--- src/hdl/diag_flag_pkg.sv ---
package diag_flag_pkg;

  // ----------------------------------------------------------------
  // register map
  // ----------------------------------------------------------------
  localparam logic [7:0]  DIAG_STATUS_ADDR   = 8'h04;
  localparam logic [7:0]  EVENT_FLAGS_ADDR   = 8'h06;
  localparam logic [7:0]  TEMP_WORD_ADDR     = 8'h10;
  localparam logic [7:0]  TEMP_BYTE_ADDR     = 8'h2E;
  localparam logic [7:0]  X_VELOCITY_ADDR    = 8'h30;
  localparam logic [7:0]  Y_VELOCITY_ADDR    = 8'h34;
  localparam logic [7:0]  Z_VELOCITY_ADDR    = 8'h38;

  // ----------------------------------------------------------------
  // diagnostic status field positions
  // ----------------------------------------------------------------
  localparam int          VEC_FAULT_BIT      = 15;
  localparam int          X_ACC_FAULT_BIT    = 14;
  localparam int          Z_ACC_FAULT_BIT    = 12;
  localparam int          TEMP_FAULT_BIT     = 9;
  localparam int          SUPPLY_FAULT_BIT   = 8;
  localparam int          HW_FAULT_LSB       = 5;
  localparam int          OVERFLOW_BIT       = 3;
  localparam int          FLASH_FAULT_BIT    = 2;
  localparam int          COMBINED_FAULT_BIT = 1;
  localparam int          BACKUP_FAULT_BIT   = 0;

  // ----------------------------------------------------------------
  // flag register field positions
  // ----------------------------------------------------------------
  localparam int          TEMP_FRESH_BIT     = 15;
  localparam int          AXIS_FRESH_LSB     = 9;
  localparam int          RESONANCE_LSB      = 5;
  localparam int          THRESHOLD_LSB      = 2;
  localparam int          SUMMARY_BIT        = 0;

  // ----------------------------------------------------------------
  // reset values and range clamp limit
  // ----------------------------------------------------------------
  localparam logic [15:0] DIAG_RESET         = 16'h0000;
  localparam logic [2:0]  FLAG3_RESET        = 3'h0;
  localparam logic [2:0]  HW_FAULT_NONE      = 3'h0;
  localparam logic [15:0] RANGE_UPPER_LIMIT  = 16'h7FFF;

endpackage

--- src/hdl/diag_status_flag_registers.sv ---
`timescale 1ns/10ps
module diag_status_flag_registers
  import diag_flag_pkg::*;
(
  // clock and reset
  input  wire logic        mclk,
  input  wire logic        rst,
  // register read port from the serial front end
  input  wire logic        rd_stb,
  input  wire logic [7:0]  rd_addr,
  output logic      [15:0] rd_data,
  output logic             rd_valid,
  // self-test and hardware check results, one-cycle pulses
  input  wire logic        vector_magnitude_fault_evt,
  input  wire logic [2:0]  axis_accel_fault_evt,
  input  wire logic        temp_fault_evt,
  input  wire logic        supply_fault_evt,
  input  wire logic        startup_check_fault_evt,
  input  wire logic        output_select_invalid,
  input  wire logic        flash_fault_evt,
  input  wire logic        backup_fault_evt,
  // serial transmit pacing
  input  wire logic        sample_ready,
  input  wire logic        tx_busy,
  // measurement events
  input  wire logic        temp_data_evt,
  input  wire logic [2:0]  axis_data_evt,
  input  wire logic [2:0]  resonance_evt,
  input  wire logic [2:0]  threshold_evt,
  input  wire logic        sample_output_done,
  input  wire logic        burst_or_auto,
  input  wire logic        normal_mode,
  // sensor value path
  input  wire logic [15:0] sensor_value,
  output logic      [15:0] sensor_value_out,
  // state shown to the rest of the device
  output logic             any_failure_summary,
  output logic             range_hold
);

  // ----------------------------------------------------------------
  // state
  // ----------------------------------------------------------------
  typedef struct packed {
    logic        vector_magnitude_fault;
    logic [2:0]  axis_accel_fault;
    logic        temp_fault;
    logic        supply_fault;
    logic [2:0]  hardware_check_fault;
    logic        serial_overflow;
    logic        flash_fault;
    logic        backup_fault;
    logic        any_failure_summary;
    logic        temp_fresh;
    logic [2:0]  axis_fresh;
    logic        range_hold;
    logic [15:0] rd_data;
    logic        rd_valid;
    logic [15:0] value_out;
  } regs_state_t;

  regs_state_t state_reg;
  regs_state_t state_next;

  logic [2:0]  resonance_flag;
  logic [2:0]  threshold_flag;
  logic [2:0]  event_clear;
  logic [15:0] diag_word;
  logic [15:0] flag_word;
  logic        diag_read;
  logic        flag_read;
  logic        temp_read;
  logic [2:0]  axis_read;
  logic        overflow_evt;
  logic        any_fault_evt;

  // ----------------------------------------------------------------
  // read decode
  // ----------------------------------------------------------------
  assign diag_read   = rd_stb && (rd_addr == DIAG_STATUS_ADDR);
  assign flag_read   = rd_stb && (rd_addr == EVENT_FLAGS_ADDR);
  assign temp_read   = rd_stb && (rd_addr == TEMP_WORD_ADDR || rd_addr == TEMP_BYTE_ADDR);
  assign axis_read   = {rd_stb && (rd_addr == X_VELOCITY_ADDR),
                        rd_stb && (rd_addr == Y_VELOCITY_ADDR),
                        rd_stb && (rd_addr == Z_VELOCITY_ADDR)};

  // a new sample while the transmitter is still busy is lost
  assign overflow_evt = sample_ready & tx_busy;

  // register read clear and per-sample clear share one strobe
  assign event_clear = {3{flag_read | (burst_or_auto & sample_output_done)}};

  // ----------------------------------------------------------------
  // resonance and alarm flags
  // ----------------------------------------------------------------
  axis_flag_cell resonance_cell (
    .mclk     (mclk),
    .rst      (rst),
    .set_in   (resonance_evt),
    .clr_in   (event_clear),
    .flag_out (resonance_flag)
  );

  axis_flag_cell threshold_cell (
    .mclk     (mclk),
    .rst      (rst),
    .set_in   (threshold_evt),
    .clr_in   (event_clear),
    .flag_out (threshold_flag)
  );

  // any result event feeds the summary bit
  assign any_fault_evt = vector_magnitude_fault_evt | (|axis_accel_fault_evt) | temp_fault_evt
                       | supply_fault_evt | startup_check_fault_evt | output_select_invalid
                       | overflow_evt | flash_fault_evt | backup_fault_evt;

  // ----------------------------------------------------------------
  // register images
  // ----------------------------------------------------------------
  always_comb begin
    diag_word = DIAG_RESET;
    diag_word[VEC_FAULT_BIT] = state_reg.vector_magnitude_fault;
    diag_word[X_ACC_FAULT_BIT:Z_ACC_FAULT_BIT] = state_reg.axis_accel_fault;
    diag_word[TEMP_FAULT_BIT] = state_reg.temp_fault;
    diag_word[SUPPLY_FAULT_BIT] = state_reg.supply_fault;
    diag_word[HW_FAULT_LSB+2:HW_FAULT_LSB] = state_reg.hardware_check_fault;
    diag_word[OVERFLOW_BIT] = state_reg.serial_overflow;
    diag_word[FLASH_FAULT_BIT] = state_reg.flash_fault;
    diag_word[COMBINED_FAULT_BIT] = state_reg.vector_magnitude_fault
                                  | (|state_reg.axis_accel_fault);
    diag_word[BACKUP_FAULT_BIT] = state_reg.backup_fault;
  end

  always_comb begin
    flag_word = DIAG_RESET;
    flag_word[TEMP_FRESH_BIT] = state_reg.temp_fresh;
    flag_word[AXIS_FRESH_LSB+2:AXIS_FRESH_LSB] = state_reg.axis_fresh;
    flag_word[RESONANCE_LSB+2:RESONANCE_LSB] = resonance_flag;
    flag_word[THRESHOLD_LSB+2:THRESHOLD_LSB] = threshold_flag;
    flag_word[SUMMARY_BIT] = state_reg.any_failure_summary;
  end

  // ----------------------------------------------------------------
  // next state
  // ----------------------------------------------------------------
  always_comb begin
    state_next = state_reg;
    // diagnostic results: set wins over the read clear
    state_next.vector_magnitude_fault = vector_magnitude_fault_evt
                                      | (state_reg.vector_magnitude_fault & ~diag_read);
    state_next.axis_accel_fault = axis_accel_fault_evt
                                | (state_reg.axis_accel_fault & ~{3{diag_read}});
    state_next.temp_fault = temp_fault_evt | (state_reg.temp_fault & ~diag_read);
    state_next.supply_fault = supply_fault_evt | (state_reg.supply_fault & ~diag_read);
    state_next.flash_fault = flash_fault_evt | (state_reg.flash_fault & ~diag_read);
    state_next.backup_fault = backup_fault_evt | (state_reg.backup_fault & ~diag_read);
    state_next.serial_overflow = overflow_evt | (state_reg.serial_overflow & ~diag_read);
    // startup failure and bad output selection get separate codes
    state_next.hardware_check_fault = diag_read ? HW_FAULT_NONE : state_reg.hardware_check_fault;
    if (startup_check_fault_evt) begin
      state_next.hardware_check_fault[0] = 1'b1;
    end
    if (output_select_invalid) begin
      state_next.hardware_check_fault[1] = 1'b1;
    end
    state_next.any_failure_summary = any_fault_evt
                                   | (state_reg.any_failure_summary & ~diag_read);
    // fresh-data markers
    state_next.temp_fresh = temp_data_evt | (state_reg.temp_fresh & ~temp_read);
    state_next.axis_fresh = axis_data_evt | (state_reg.axis_fresh & ~axis_read);
    // range clamp stays until the flag register is read
    if (normal_mode && (|resonance_evt)) begin
      state_next.range_hold = 1'b1;
    end else if (flag_read) begin
      state_next.range_hold = 1'b0;
    end
    state_next.value_out = state_next.range_hold ? RANGE_UPPER_LIMIT : sensor_value;
    // read data, registered one cycle after the strobe
    state_next.rd_valid = rd_stb;
    state_next.rd_data  = DIAG_RESET;
    if (diag_read) begin
      state_next.rd_data = diag_word;
    end else if (flag_read) begin
      state_next.rd_data = flag_word;
    end
  end

  // ----------------------------------------------------------------
  // state register
  // ----------------------------------------------------------------
  always_ff @(posedge mclk) begin
    if (rst) begin
      state_reg <= '0;
    end else begin
      state_reg <= state_next;
    end
  end

  assign rd_data             = state_reg.rd_data;
  assign rd_valid            = state_reg.rd_valid;
  assign sensor_value_out    = state_reg.value_out;
  assign any_failure_summary = state_reg.any_failure_summary;
  assign range_hold          = state_reg.range_hold;

  // ----------------------------------------------------------------
  // checks
  // ----------------------------------------------------------------
  AST_DIAG_CLEAR: assert property (@(posedge mclk) disable iff (rst)
    diag_read && !any_fault_evt |=> !any_failure_summary && diag_word == DIAG_RESET)
    else $error("diag read did not clear results");

  AST_VEC_SET: assert property (@(posedge mclk) disable iff (rst)
    vector_magnitude_fault_evt |=> state_reg.vector_magnitude_fault)
    else $error("vector fault not set");

  AST_AXIS_SET: assert property (@(posedge mclk) disable iff (rst)
    (|axis_accel_fault_evt) |=>
      (state_reg.axis_accel_fault & $past(axis_accel_fault_evt)) == $past(axis_accel_fault_evt))
    else $error("axis fault not held");

  AST_HW_FIELD: assert property (@(posedge mclk) disable iff (rst)
    startup_check_fault_evt |=> state_reg.hardware_check_fault != HW_FAULT_NONE)
    else $error("hardware field stayed zero");

  AST_OVERFLOW: assert property (@(posedge mclk) disable iff (rst)
    sample_ready && tx_busy |=> state_reg.serial_overflow && any_failure_summary)
    else $error("overflow not flagged");

  AST_COMBINED: assert property (@(posedge mclk) disable iff (rst)
    rd_valid && $past(diag_read) |-> rd_data[COMBINED_FAULT_BIT] == (|rd_data[VEC_FAULT_BIT:Z_ACC_FAULT_BIT]))
    else $error("combined bit mismatch");

  AST_FLAG_CLEAR: assert property (@(posedge mclk) disable iff (rst)
    flag_read && !(|resonance_evt) && !(|threshold_evt) |=> resonance_flag == 3'h0 && threshold_flag == 3'h0)
    else $error("flag read did not clear");

  AST_SAMPLE_CLEAR: assert property (@(posedge mclk) disable iff (rst)
    burst_or_auto && sample_output_done && !(|resonance_evt) && !(|threshold_evt)
      |=> resonance_flag == 3'h0 && threshold_flag == 3'h0)
    else $error("sample output did not clear");

  AST_CLAMP: assert property (@(posedge mclk) disable iff (rst)
    normal_mode && resonance_evt[0] ##1 !flag_read |=> sensor_value_out == RANGE_UPPER_LIMIT)
    else $error("range clamp missing");

  AST_TEMP_FRESH: assert property (@(posedge mclk) disable iff (rst)
    temp_data_evt |=> state_reg.temp_fresh)
    else $error("temperature marker not set");

  AST_SET_WINS: assert property (@(posedge mclk) disable iff (rst)
    flag_read |=> ((threshold_flag & $past(threshold_evt)) == $past(threshold_evt))
              && ((resonance_flag & $past(resonance_evt)) == $past(resonance_evt)))
    else $error("set lost to clear");

  COV_DIAG_READ: cover property (@(posedge mclk) disable iff (rst)
    vector_magnitude_fault_evt ##[1:5] diag_read);
  COV_CLAMP_RELEASE: cover property (@(posedge mclk) disable iff (rst)
    range_hold ##[1:5] flag_read ##1 !range_hold);
  COV_SAMPLE_CLEAR: cover property (@(posedge mclk) disable iff (rst)
    threshold_evt[0] ##[1:5] (burst_or_auto && sample_output_done));

endmodule

--- src/hdl/axis_flag_cell.sv ---
`timescale 1ns/10ps
// three sticky per-axis flags; a set in the clear cycle wins
module axis_flag_cell
  import diag_flag_pkg::*;
(
  // clock and reset
  input  wire logic       mclk,
  input  wire logic       rst,
  // events
  input  wire logic [2:0] set_in,
  input  wire logic [2:0] clr_in,
  // state
  output logic      [2:0] flag_out
);

  typedef struct packed {
    logic [2:0] flag;
  } cell_state_t;

  cell_state_t state_reg;
  cell_state_t state_next;

  // per-axis sticky logic
  always_comb begin
    state_next = state_reg;
    for (int i = 0; i < 3; i++) begin
      state_next.flag[i] = set_in[i] | (state_reg.flag[i] & ~clr_in[i]);
    end
  end

  always_ff @(posedge mclk) begin
    if (rst) begin
      state_reg.flag <= FLAG3_RESET;
    end else begin
      state_reg <= state_next;
    end
  end

  assign flag_out = state_reg.flag;

endmodule

--- config.mk ---
export PLATFORM = sky130hd
export DESIGN_NAME = diag_status_flag_registers
export DESIGN_NICKNAME = d
export VERILOG_FILES = /design/src/hdl/diag_flag_pkg.sv /design/src/hdl/diag_status_flag_registers.sv /design/src/hdl/axis_flag_cell.sv
export SDC_FILE = /design/constraint.sdc
export NUM_CORES = 1
export LEC_CHECK = 0
export ABC_AREA = 0
export BUFFER_PORTS_ARGS = -buffer_cell sky130_fd_sc_hd__buf_4
export CORE_MARGIN = 2
export CORE_UTILIZATION = 46
export DETAILED_ROUTE_END_ITERATION = 6
export PLACE_DENSITY = 0.84
export SLEW_MARGIN = 0
export SYNTH_ARGS = -nofsm -noshare
export SYNTH_HDL_FRONTEND = slang
export SYNTH_HIERARCHICAL = 1
export SYNTH_SLANG_ARGS = --single-unit
--- constraint.sdc ---
create_clock -name mclk -period 2 [get_ports mclk]
set_input_delay 0.4 -clock mclk [delete_from_list [all_inputs] [get_ports mclk]]
set_output_delay 0.4 -clock mclk [all_outputs]
set_load 0.02 [all_outputs]
==> qor.yml <==
clk_latency_ns: 0.31
ys_warn_count: 6
report.final.hold_viol_count: 0
fin_skew_ns: 0.00469
p_comb_share_pct: 13.9
post-cts-setup-buffer-count: 0
grt_pass1_vias: 1701
setup_ws_ns: 0.477
drive_gt1_share_pct: 38.5
final_cell_mix: "buf_4, dfxtp_1, nor2_1, a21oi_1, a22o_1"
syn_nets: 235
cts.reportedPaths.clkPinSlew_ns: 0.10
grtUsageTotal_pct: 21.2
hp-class: "input port to flip-flop"
worstMarginPinSlew_ns: 0.972
dieWidth_um: 69.0
num_rows: 23
p_seq_share_pct: 56.2
globalplace.congestion: 0.883
grt_pass1_wl_mm: 7.45
worstSetupStartpointType: "input port"
cts_resized: 0
pre_cts_ws_ns: 0.156
cap_violations: 0
io_buffers: 86
swShare_pct: 24.9
drc: 0
fin_crit_sh_pct: 76.2
cts_sinks: 56
insertedDiodeCount: 0
syn_area_mm2: 0.00194
p_int_mw: 1.61
syn_area_per_cell_um2: 10.6
drv_slew: 0
rsz0062_at_grt: "false"
grt_max_degree: 22
dr_total_vias: 1679
cts_made_buffers: 5
clock-root-buffer: "clkbuf_8"
critPathMaxFanout: 12
post_drt_via_cell_ratio: 5.20
setup_tns_ns: 0
fmax_ghz: 0.656
synthToLayoutAreaGrowth_pct: 40.5
die_h_um: 69.0
pwr-share-clk_pct: 29.9
power_density_mw_per_mm2: 788
drt-initial-drc-count: 68
clockBufferDepth: 2
io_pins: 87
grt.overflow.total: 0
cts_max_level: 2
yosysSeqAreaShare_pct: 57.7
p_switching_mw: 0.535
firstDrtPassIters: 4
leakage_nw: 1.28
layout.nets: 324
status: "finished, final reports clean"
core_mm2: 0.00403
fill_cells: 327
holdBufCountCts: 0
ys_types: 34
post_drt_wl_per_cell_um: 14.7
reg2reg_slack_ns: 1.01
arrival_ns: 1.73
routed_wl_mm: 4.74
die-area_mm2: 0.00476
dp_hpwl_mm: 3.59
ys_ff_latch: 56
min_period_ns: 1.52
setup_viol: 0
critPathRequiredTime_ns: 2.21
cts_tree: "done"
syn_inst: 183
relSlewSlack_pct: 34.9
antenna_found_initial: 0
initial_core_util_pct: 48.2
drtAntennaViolNets: 0
final_common_cell: "buf_4"
endpoint_kind: "flip-flop"
critPathKind: "input port to flip-flop"
ir_drop_mv: 0.559
logic make-up after synthesis:
logic type | after synthesis | synth area share, %
DFF | 56 | 57.7
buffers and inverters | 17 | 4.06
and+or+nand+nor | 59 | 18.6
AOI/OAI and AO/OA | 50 | 19.2
xor gates and xnor gates | 1 | 0.451
state kept, by name, summed over array words and instances, names as in the netlist:
name                     flops
rd_data                     16
range_hold                   1
diag_word                   11
rd_valid                     1
threshold_cell/flag_out      3
flag_word                    4
resonance_cell/flag_out      3
sensor_value_out            16
any_failure_summary          1
per-stage QoR:
stage          area [µm²]  hold slack [ns]  util, %  power [mW]  cells
3_3_place_gp         2630            0.436     65.3        1.52    315
5_1_grt              2730            0.309     67.7        2.24    323
6_report             2730            0.315     67.7        2.15    323
4_1_cts              2730            0.310     67.7        2.17    323
2_1_floorplan        1940            0.431        -        1.36    183
3_5_place_dp         2630            0.446     65.3        1.53    315
worst max-delay path, stage by stage:
cell and delay [ns]:
buf_4 0.13, nor4b_2 0.44, a31oi_1 0.42, a22o_1 0.34
per-layer routing:
metal  vias up  share of wire [%]  global-route usage [%]
li1        830                  -                       -
met1       766                 40                    24.2
met2        77                 49                    37.4
met3         6                9.7                    6.17
met4         0                1.2                    7.35
met5         -                  0                       0
worst paths after layout:
check                        start              endpoint  cells after the start
max reg2reg             range_hold  sensor_value_out[15]                      3
min reg2reg          flag_word[11]           rd_data[11]                      1
min          output_select_invalid          diag_word[6]                      2
max                     rd_addr[1]   any_failure_summary                      4
synthesized netlist by cell type:
| library cell | count | area share [%] |
|---|---|---|
| dfxtp_1 | 56 | 58 |
| a21oi_1 | 22 | 5.7 |
| nor2_1 | 22 | 4.3 |
| a22o_1 | 17 | 7.7 |
| inv_1 | 10 | 1.9 |
| and2_1 | 8 | 2.6 |
| nand2b_1 | 6 | 1.9 |
| clkbuf_1 | 5 | 0.97 |
| nand2_1 | 3 | 0.58 |
| nor3_1 | 3 | 0.77 |
| nor4_1 | 3 | 0.97 |
| a211oi_1 | 2 | 0.77 |
| a311oi_1 | 2 | 0.90 |
| buf_6 | 2 | 1.2 |
| nand4_1 | 2 | 0.64 |
| nor3b_1 | 2 | 0.77 |
| a22oi_1 | 1 | 0.39 |
| a31oi_1 | 1 | 0.32 |
| a32o_1 | 1 | 0.52 |
| and4_1 | 1 | 0.45 |
| nand4bb_1 | 1 | 0.58 |
| nor3_4 | 1 | 0.84 |
| nor3b_4 | 1 | 0.97 |
| nor4b_2 | 1 | 0.77 |
| nor4bb_1 | 1 | 0.52 |
| o2bb2ai_1 | 1 | 0.45 |
| o31a_1 | 1 | 0.45 |
| o41a_2 | 1 | 0.64 |
| o41ai_4 | 1 | 1.4 |
| or2b_2 | 1 | 0.45 |
| or3b_1 | 1 | 0.45 |
| or4_2 | 1 | 0.45 |
| or4_4 | 1 | 0.58 |
| xnor2_1 | 1 | 0.45 |
layout make-up:
class	instances	area [µm²]	area share, %
clock inverter	2	13.8	0.505
tap	50	62.6	2.29
timing repair buffer	89	668	24.5
sequential	56	1120	41.1
clock buffer	6	82.6	3.03
multi-input combinational	110	742	27.2
inverter	10	37.5	1.38
power by group through the flow:
stage | Clock, mW | Combinational [mW] | Sequential (mW)
floorplan | 0 | 0.103 | 1.26
global placement | 0 | 0.291 | 1.23
detailed placement | 0 | 0.300 | 1.23
CTS | 0.657 | 0.300 | 1.21
global route | 0.695 | 0.325 | 1.22
finish | 0.642 | 0.299 | 1.21
No activity file was read; power rests on OpenSTA's default activity.
